<file path="src/rtl/cacc_pkg.sv">
// Package: register map, field positions and shared types
package cacc_pkg;
  localparam int unsigned ADDR_W = 12;
  localparam int unsigned NUM_MOD = 5;
  localparam logic [11:0] ADR_ARRAY_MODE = 12'h490;
  localparam logic [11:0] ADR_ARRAY_CTRL = 12'h491;
  localparam logic [11:0] ADR_TICK_DIV = 12'h492;
  localparam logic [11:0] ADR_COUNT_LO = 12'h494;
  localparam logic [11:0] ADR_COUNT_HI = 12'h495;
  localparam logic [11:0] ADR_MMODE_BASE = 12'h4a0;
  localparam logic [11:0] ADR_VAL_LO_BASE = 12'h4b0;
  localparam logic [11:0] ADR_VAL_HI_BASE = 12'h4c0;
  // Array mode register fields
  localparam int unsigned AM_HALT_IDLE = 7;
  localparam int unsigned AM_WDT_EN = 6;
  localparam int unsigned AM_SRC_HI = 2;
  localparam int unsigned AM_SRC_LO = 1;
  localparam int unsigned AM_WRAP_IE = 0;
  localparam logic [7:0] AM_MASK = 8'hc7;
  // Array control register fields
  localparam int unsigned AC_WRAP = 7;
  localparam int unsigned AC_RUN = 6;
  // Module mode register fields
  localparam int unsigned MM_IE = 0;
  localparam int unsigned MM_PWM = 1;
  localparam int unsigned MM_FLIP = 2;
  localparam int unsigned MM_EQ_FLAG = 3;
  localparam int unsigned MM_CAP_FALL = 4;
  localparam int unsigned MM_CAP_RISE = 5;
  localparam int unsigned MM_CMP_EN = 6;
  localparam logic [7:0] MM_MASK = 8'h7f;
  // Prescaler divisor codes and masks
  localparam logic [1:0] DIV4 = 2'h0;
  localparam logic [1:0] DIV16 = 2'h1;
  localparam logic [5:0] MSK4 = 6'h03;
  localparam logic [5:0] MSK16 = 6'h0f;
  localparam logic [5:0] MSK64 = 6'h3f;
  localparam int unsigned WDT_MOD = 4;
  localparam logic [7:0] BYTE_ALL = 8'hff;

  typedef struct packed {
    logic [11:0] addr;
    logic [7:0] wdata;
    logic wr;
    logic rd;
  } cacc_req_type;

  typedef struct packed {
    logic [15:0] count;
    logic [5:0] presc;
    logic [2:0] ext_sync;
    logic [4:0] pin_s1;
    logic [4:0] pin_s2;
    logic [4:0] pin_d;
    logic [7:0] amode;
    logic run;
    logic wrap;
    logic [4:0] ev;
    logic [1:0] tick_div;
    logic [4:0][6:0] mmode;
    logic [4:0][15:0] val;
    logic [4:0][7:0] pwm_ref;
    logic [4:0] flip;
    logic inc;
    logic wdt;
    logic [7:0] rdata;
  } cacc_state_type;
endpackage

</file>
<file path="src/rtl/cacc_top.sv">
// Counter array: shared time base with five capture/compare modules
//
// The strobed register port is this design's own decision.
`timescale 1ns/1ns
`default_nettype none
module cacc_top #(
  parameter int unsigned NUM_MOD = cacc_pkg::NUM_MOD
) (
  input wire logic I_CLK,
  input wire logic I_RST,
  input wire logic [11:0] i_ADDR,
  input wire logic [7:0] i_WDATA,
  input wire logic i_WR,
  input wire logic i_RD,
  output logic [7:0] o_RDATA,
  input wire logic i_EXT_COUNT,
  input wire logic i_T0_OVF,
  input wire logic i_IDLE,
  input wire logic [4:0] i_MOD_PIN,
  output logic [4:0] o_MOD_PIN,
  output logic [4:0] o_MOD_PIN_OE_N,
  output logic [4:0] o_MOD_IRQ,
  output logic o_WRAP_IRQ,
  output logic o_IRQ,
  output logic o_WDT_RESET
);
  // ------------------------------------------------------------
  // Helpers
  // ------------------------------------------------------------
  function automatic logic in_bank(input logic [11:0] a,
                                   input logic [11:0] base);
    in_bank = (a >= base) && (a < base + 12'(NUM_MOD));
  endfunction

  function automatic logic [2:0] idx(input logic [11:0] a,
                                     input logic [11:0] base);
    idx = 3'(a - base);
  endfunction

  cacc_pkg::cacc_state_type s_q, s_d;
  cacc_pkg::cacc_req_type req;
  logic [5:0] pmask;
  logic tick, step, ext_fall;
  logic [15:0] cnt_nx;
  logic [4:0] match, cap, pwm_lvl;

  assign req = '{addr: i_ADDR, wdata: i_WDATA, wr: i_WR, rd: i_RD};

  // ------------------------------------------------------------
  // Next state
  // ------------------------------------------------------------
  always_comb begin
    s_d = s_q;
    // Pins pass two flops; the edge stage compares the second with a third, delayed copy
    s_d.ext_sync = {s_q.ext_sync[1:0], i_EXT_COUNT};
    s_d.pin_s1 = i_MOD_PIN;
    s_d.pin_s2 = s_q.pin_s1;
    s_d.pin_d = s_q.pin_s2;
    s_d.presc = s_q.presc + 6'h01;
    case (s_q.tick_div)
      cacc_pkg::DIV4: pmask = cacc_pkg::MSK4;
      cacc_pkg::DIV16: pmask = cacc_pkg::MSK16;
      default: pmask = cacc_pkg::MSK64;
    endcase
    tick = (s_q.presc & pmask) == pmask;
    // Sampling at osc rate limits the external source to osc/4
    ext_fall = s_q.ext_sync[2] & ~s_q.ext_sync[1];
    if (!s_q.amode[cacc_pkg::AM_SRC_HI]) begin
      step = tick;
    end else if (!s_q.amode[cacc_pkg::AM_SRC_LO]) begin
      step = i_T0_OVF;
    end else begin
      step = ext_fall;
    end
    step = step & s_q.run
      & ~(i_IDLE & s_q.amode[cacc_pkg::AM_HALT_IDLE]);
    cnt_nx = s_q.count + 16'h0001;
    s_d.inc = step;
    s_d.wdt = 1'b0;
    if (step) begin
      s_d.count = cnt_nx;
    end
    if (step && s_q.count == 16'hffff) begin
      s_d.wrap = 1'b1;
    end
    for (int n = 0; n < NUM_MOD; n++) begin
      // Checked one cycle after each increment: once per count
      match[n] = s_q.inc && s_q.mmode[n][cacc_pkg::MM_CMP_EN]
        && s_q.count == s_q.val[n];
      cap[n] = (s_q.mmode[n][cacc_pkg::MM_CAP_RISE]
                & s_q.pin_s2[n] & ~s_q.pin_d[n])
             | (s_q.mmode[n][cacc_pkg::MM_CAP_FALL]
                & ~s_q.pin_s2[n] & s_q.pin_d[n]);
      pwm_lvl[n] = s_q.count[7:0] >= s_q.pwm_ref[n];
      if (s_q.inc && s_q.count[7:0] == 8'h00) begin
        s_d.pwm_ref[n] = s_q.val[n][15:8];
      end
      if (match[n] && s_q.mmode[n][cacc_pkg::MM_FLIP]) begin
        s_d.flip[n] = ~s_q.flip[n];
      end
    end
    // Register writes; hardware events below override them
    if (req.wr) begin
      if (req.addr == cacc_pkg::ADR_ARRAY_MODE) begin
        s_d.amode = req.wdata & cacc_pkg::AM_MASK;
      end
      if (req.addr == cacc_pkg::ADR_ARRAY_CTRL) begin
        s_d.wrap = req.wdata[cacc_pkg::AC_WRAP];
        s_d.run = req.wdata[cacc_pkg::AC_RUN];
        s_d.ev = req.wdata[4:0];
      end
      if (req.addr == cacc_pkg::ADR_TICK_DIV) begin
        s_d.tick_div = req.wdata[1:0];
      end
      if (req.addr == cacc_pkg::ADR_COUNT_LO) begin
        s_d.count[7:0] = req.wdata;
      end
      if (req.addr == cacc_pkg::ADR_COUNT_HI) begin
        s_d.count[15:8] = req.wdata;
      end
      if (in_bank(req.addr, cacc_pkg::ADR_MMODE_BASE)) begin
        s_d.mmode[idx(req.addr, cacc_pkg::ADR_MMODE_BASE)] =
          req.wdata[6:0];
      end
      if (in_bank(req.addr, cacc_pkg::ADR_VAL_LO_BASE)) begin
        s_d.val[idx(req.addr, cacc_pkg::ADR_VAL_LO_BASE)][7:0] =
          req.wdata;
      end
      if (in_bank(req.addr, cacc_pkg::ADR_VAL_HI_BASE)) begin
        s_d.val[idx(req.addr, cacc_pkg::ADR_VAL_HI_BASE)][15:8] =
          req.wdata;
      end
    end
    // Set beats a simultaneous software clear
    if (step && s_q.count == 16'hffff) begin
      s_d.wrap = 1'b1;
    end
    for (int n = 0; n < NUM_MOD; n++) begin
      if (cap[n]) begin
        s_d.val[n] = s_q.count;
        s_d.ev[n] = 1'b1;
      end
      if (match[n] && s_q.mmode[n][cacc_pkg::MM_EQ_FLAG]) begin
        s_d.ev[n] = 1'b1;
      end
    end
    if (match[cacc_pkg::WDT_MOD]
        && s_q.amode[cacc_pkg::AM_WDT_EN]) begin
      s_d.wdt = 1'b1;
    end
    // Read data stands for exactly the cycle after the strobe
    s_d.rdata = 8'h00;
    if (req.rd) begin
      if (req.addr == cacc_pkg::ADR_ARRAY_MODE) begin
        s_d.rdata = s_q.amode;
      end
      if (req.addr == cacc_pkg::ADR_ARRAY_CTRL) begin
        s_d.rdata = {s_q.wrap, s_q.run, 1'b0, s_q.ev};
      end
      if (req.addr == cacc_pkg::ADR_TICK_DIV) begin
        s_d.rdata = {6'h00, s_q.tick_div};
      end
      if (req.addr == cacc_pkg::ADR_COUNT_LO) begin
        s_d.rdata = s_q.count[7:0];
      end
      if (req.addr == cacc_pkg::ADR_COUNT_HI) begin
        s_d.rdata = s_q.count[15:8];
      end
      if (in_bank(req.addr, cacc_pkg::ADR_MMODE_BASE)) begin
        s_d.rdata = {1'b0,
          s_q.mmode[idx(req.addr, cacc_pkg::ADR_MMODE_BASE)]};
      end
      if (in_bank(req.addr, cacc_pkg::ADR_VAL_LO_BASE)) begin
        s_d.rdata = s_q.val[idx(req.addr, cacc_pkg::ADR_VAL_LO_BASE)][7:0];
      end
      if (in_bank(req.addr, cacc_pkg::ADR_VAL_HI_BASE)) begin
        s_d.rdata =
          s_q.val[idx(req.addr, cacc_pkg::ADR_VAL_HI_BASE)][15:8];
      end
    end
  end

  // ------------------------------------------------------------
  // State register
  // ------------------------------------------------------------
  always_ff @(posedge I_CLK or posedge I_RST) begin
    if (I_RST) begin
      s_q <= '0;
    end else begin
      s_q <= s_d;
    end
  end

  // ------------------------------------------------------------
  // Outputs
  // ------------------------------------------------------------
  always_comb begin
    for (int n = 0; n < 5; n++) begin
      o_MOD_PIN[n] = s_q.mmode[n][cacc_pkg::MM_PWM] ? pwm_lvl[n]
                   : s_q.flip[n];
      o_MOD_PIN_OE_N[n] = ~(s_q.mmode[n][cacc_pkg::MM_PWM]
                          | s_q.mmode[n][cacc_pkg::MM_FLIP]);
      o_MOD_IRQ[n] = s_q.ev[n] & s_q.mmode[n][cacc_pkg::MM_IE];
    end
  end
  assign o_WRAP_IRQ = s_q.wrap & s_q.amode[cacc_pkg::AM_WRAP_IE];
  assign o_IRQ = o_WRAP_IRQ | (|o_MOD_IRQ);
  assign o_RDATA = s_q.rdata;
  assign o_WDT_RESET = s_q.wdt;
endmodule
`default_nettype wire
</file>
<file path="config.mk">
export PLATFORM = sky130hd
export DESIGN_NAME = cacc_top
export DESIGN_NICKNAME = d
export VERILOG_FILES = /design/src/rtl/cacc_pkg.sv /design/src/rtl/cacc_top.sv
export SDC_FILE = /design/constraint.sdc
export NUM_CORES = 1
export LEC_CHECK = 0
export BUFFER_PORTS_ARGS = -buffer_cell sky130_fd_sc_hd__buf_2
export CORE_UTILIZATION = 50
export CTS_BUF_LIST = sky130_fd_sc_hd__clkbuf_4 sky130_fd_sc_hd__clkbuf_8 sky130_fd_sc_hd__clkbuf_16
export CTS_CLUSTER_SIZE = 28
export DETAILED_ROUTE_END_ITERATION = 6
export PLACE_DENSITY = 0.67
export SLEW_MARGIN = 30
export SYNTH_ARGS = -nofsm -noshare
export SYNTH_HDL_FRONTEND = slang
export SYNTH_SLANG_ARGS = --single-unit
</file>
<file path="constraint.sdc">
create_clock -name I_CLK -period 10.2 [get_ports I_CLK]
set_input_delay 0 -clock I_CLK [delete_from_list [all_inputs] [get_ports I_CLK]]
set_output_delay 0 -clock I_CLK [all_outputs]
set_load 0.01 [all_outputs]
</file>
## Word-level counts from Yosys, hierarchy flattened

Cells that the tools add are included.

- Equality and inequality tests: 13
- $lt $le $gt $ge: 17
- Reductions and logical operators: 56
- Muxes and demuxes: 61
- Bitwise gates (word level): 64
- Add/sub/neg operators: 5

Operator list:

| operator | count |
|---|---|
| $mux W80 | 3 |
| $bwmux W80 | 2 |
| $mux W16 | 9 |
| $mux W123 | 1 |
| $mux W8 | 13 |
| $bmux W16 S3 | 2 |
| $demux W16 S3 | 2 |
| $eq A16 B16 Y1 | 5 |
| $eq A12 B11 Y1 const B | 5 |
| $ge A8 B8 Y1 | 5 |
| $ge A12 B11 Y1 const B | 3 |
| $lt A12 B11 Y1 const B | 3 |
| $bwmux W35 | 1 |
| $mux W35 | 1 |
| $and A1 B1 Y1 | 30 |
| $reduce_bool A3 Y1 | 10 |
| $logic_and A1 B1 Y1 | 29 |
| $not A1 Y1 | 22 |
| $bmux W7 S3 | 1 |
| $demux W7 S3 | 1 |
| $mux W1 | 20 |
| $reduce_and A2 Y1 | 9 |
| $add A16 B1 Y16 const B | 1 |
| $eq A16 B16 Y1 const B | 1 |
| 16 further kinds | 37 |

- Output and inout port bits: 26
- Register bits after elaboration: 224
- Logic and storage cells: 254

## Longest topological paths before layout

- Depth in word-level cells: 13
- Gate-level depth with buffers: 8
- Depth with buffers taken out: 7

## Worst setup path after synthesis

OpenSTA, ideal clock, no wires.

- Kind: reg2reg
- Start: reg s_q[211] in the netlist's numbering
- End: reg s_q[15] in the netlist's numbering
- Arrival time: 2101 ps
- Slack: 7974 ps
- Stages on the path, launching flop included: 8
- Clock period less this slack: 2226 ps
- Buffers on the path: 2
- Cell sequence: dfrtp_1 -> clkbuf_1 -> inv_1 -> ha_1 -> nor4b_1 -> nand2_1 -> clkbuf_1 -> mux2_2

- Longest elaborated chain between the ends: 2

RTL lines:

| element | line | text |
|---|---|---|
| start, declared | cacc_top.sv:40 | `cacc_pkg::cacc_state_type s_q, s_d;` |
| start signal, assigned | cacc_top.sv:188 | `s_q <= '0;` |
| start signal, assigned | cacc_top.sv:190 | `s_q <= s_d;` |
| $logic_not A8 Y1 | cacc_top.sv:95 | `if (s_q.inc && s_q.count[7:0] == 8'h00) begin` |
| $logic_and A1 B1 Y1 | cacc_top.sv:95 |  |

Every way passes these cells.
A chain may end at the register's enable or synchronous reset.

## Worst setup path after layout

- Start: reg s_q[211] in the netlist's numbering
- End: out o_MOD_PIN[4]

- Longest elaborated chain between the ends: 2

RTL lines:

| element | line | text |
|---|---|---|
| $ge A8 B8 Y1 | cacc_top.sv:94 | `pwm_lvl[n] = s_q.count[7:0] >= s_q.pwm_ref[n];` |
| $mux W1 | cacc_top.sv:199 | `o_MOD_PIN[n] = s_q.mmode[n][cacc_pkg::MM_PWM] ? pwm_lvl[n]` |
| end, declared | cacc_top.sv:20 | `output logic [4:0] o_MOD_PIN,` |

Every way passes these cells.

==> flow_summary.json <==
{
  "crit_fanout": 15,
  "wl_per_cell_microns": 25.1,
  "combPwrFrac": 0.062,
  "io_pins": 58,
  "portBuffers": 57,
  "arrival_ns": 2.89,
  "n_antenna_cell": 0,
  "worstSetupStartpointType": "register",
  "placed_cells": 1590,
  "cts_resized": 0,
  "grt_usage": 0.320,
  "final_cells": 1654,
  "cts_made_buffers": 27,
  "root_buffer": "clkbuf_16",
  "layout_min_cycle_time_ns": 2.89,
  "cts_tree": "done",
  "final_common_cell": "dfrtp_1",
  "hold_class": "primary input to register",
  "cp.required_ns": 10.20,
  "ys_async_sr_fraction": 1.00,
  "status": "complete, no violations",
  "dpl.hpwl_microns": 28000,
  "first_global_vias": 10100,
  "rsz0062_at_grt": "false",
  "initial_utilization": 0.515,
  "cp-end-kind": "output port",
  "syn_area_per_cell_sq_um": 10.3,
  "timing.fmax_mhz": 346,
  "syn_nets": 1350,
  "ys.flop_type": "dfrtp_1",
  "clock_sinks": 224,
  "worst_skew_pair.late_latency_ns": 0.55,
  "p_clk_frac": 0.497,
  "dr.pass1.iters": 5,
  "drc": 0,
  "syn-instance-count": 1275,
  "p_switching_w": 0.000505,
  "via_per_inst": 6.15,
  "place.gp.congestion": 0.975,
  "maxSlewViolCount": 0,
  "grt_antenna_before_repair": 0,
  "drive_above_1_share": 0.208,
  "core.rowCount": 58,
  "min_period_over_period": 0.284,
  "syn_area_sq_um": 13100,
  "tightest_slew_ns": 1.05,
  "clkSlewWorstSetupHoldPaths_ns": 0.06,
  "seqPwrFrac": 0.440,
  "nets": 1378,
  "drt-initial-drc-count": 1122,
  "path_class": "register to output port",
  "setup_violations": 0,
  "synth_warnings": 0,
  "ant_nets": 0,
  "ys_ff_latch": 224,
  "synth_cell_type_count": 70,
  "die_x_microns": 164,
  "max_cap_violations": 0,
  "p_sw_frac": 0.240,
  "setup_ws_ns": 7.31,
  "dieHeight_microns": 164,
  "routed_wl_microns": 41500,
  "grt_pass1_wl_microns": 62800,
  "synth_edf_count": 0,
  "area_delta_synth_final_pct": 12.3,
  "grt_max_degree": 98,
  "maxSlewHeadroom": 0.301,
  "max-clock-path-buffers": 3,
  "die_area_sq_um": 26800,
  "setup_tns_ns": 0,
  "h-tree-depth": 1,
  "finClkSkew_ns": 0.0176,
  "core_sq_um": 25400,
  "intPower_w": 0.00160,
  "grt_overflow": 0,
  "layout_common_cells": "224 x dfrtp_1, 118 x nand2_1, 107 x mux2i_1",
  "vias": 10200,
  "p_leak_nw": 6.27,
  "pre_cts_slack_ns": 7.40,
  "ir_drop_mv": 0.121,
  "power_density_nw_per_um2": 143,
  "seq_area_frac_synth": 0.428,
  "hold_viol": 0
}
stage by stage:
step,power (W),area [sq um],hold slack [ns],utilization
2_1_floorplan,0.00102,13100,0.0314,-
3_3_place_gp,0.00106,13600,0.109,0.534
3_5_place_dp,0.00106,13600,0.110,0.534
4_1_cts,0.00211,14700,0.00289,0.578
5_1_grt,0.00216,14700,0.0400,0.578
6_report,0.00210,14700,0.0322,0.578
what timing repair did:
action | 4_1_cts | 5_1_grt
buffers inserted | 0 | 0
hold endpoints to repair | 125 | 0
hold buffers | 14 | 0
setup endpoints to repair | 0 | 0
kinds of logic after synthesis:
logic type / count (synthesis) / synth area share
compound gates: 222 / 0.102
xor+xnor: 104 / 0.0696
fa+ha+maj: 43 / 0.0411
buf+inv: 138 / 0.0435
flops: 224 / 0.428
mux: 217 / 0.180
simple gates: 327 / 0.135
worst max-delay path, stage by stage, from the launching register on:
cell and delay, ns:
dfrtp_1 0.78, inv_1 0.35, ha_1 0.35, nand2b_1 0.14
a21oi_1 0.18, nor2b_1 0.07, o2111ai_1 0.18, a31oi_1 0.13
buf_2 0.15
final timing paths:
kind,depth (start not counted),start,slack (ns),endpoint
min reg2reg,0,s_d[193],0.35,s_d[188]
min in group asynchronous,3,I_RST,0.15,s_q[33]
max,8,s_q[211],7.31,o_MOD_PIN[4]
min,4,i_IDLE,0.03,s_q[9]
max in group asynchronous,4,I_RST,8.75,s_q[41]
max reg2reg,6,s_q[211],7.52,s_q[53]
registers in the layout (all words and copies together), names as in the netlist:
name	cells
o_RDATA	8
o_WDT_RESET	1
s_d	12
s_q	203
cell usage after synthesis (26+ instances only):
cell type    n  area (sq um)
mux2i_1    107          1070
inv_1       44           165
o21ai_0     73           365
clkbuf_1    63           236
nor2_1      45           169
nand2_1    118           443
dfrtp_1    224          5610
a21oi_1     27           135
nand3_1     26           130
xnor2_1     90           788
o21ai_1     44           220
ha_1        43           538
mux2_2     105          1180
power by group through the flow:
| stage | Clock, W | Combinational, W | Sequential [W] |
|---|---|---|---|
| 6_report | 0.00104 | 0.000131 | 0.000924 |
| 5_1_grt | 0.00109 | 0.000143 | 0.000925 |
| 4_1_cts | 0.00106 | 0.000130 | 0.000924 |
| 3_5_place_dp | 0 | 0.000125 | 0.000940 |
| 3_3_place_gp | 0 | 0.000124 | 0.000939 |
| 2_1_floorplan | 0 | 0.0000864 | 0.000932 |
per-layer routing:
metal  GRT usage  vias up  part of all wire
met5           0        -                 0
met1       0.441     5017              0.42
met2       0.485      479              0.45
met4       0.144        0             0.044
li1            -     4573                 -
met3      0.0641       99             0.089
final cells by class:
type | instances | area [sq um]
Clock buffer | 34 | 741
Clock inverter | 16 | 228
Fill cell | 2195 | 10700
Inverter | 44 | 173
Multi-Input combinational cell | 913 | 6940
Sequential cell | 224 | 5610
Tap cell | 330 | 413
Timing Repair Buffer | 93 | 594
No activity file was read; power rests on OpenSTA's default activity.
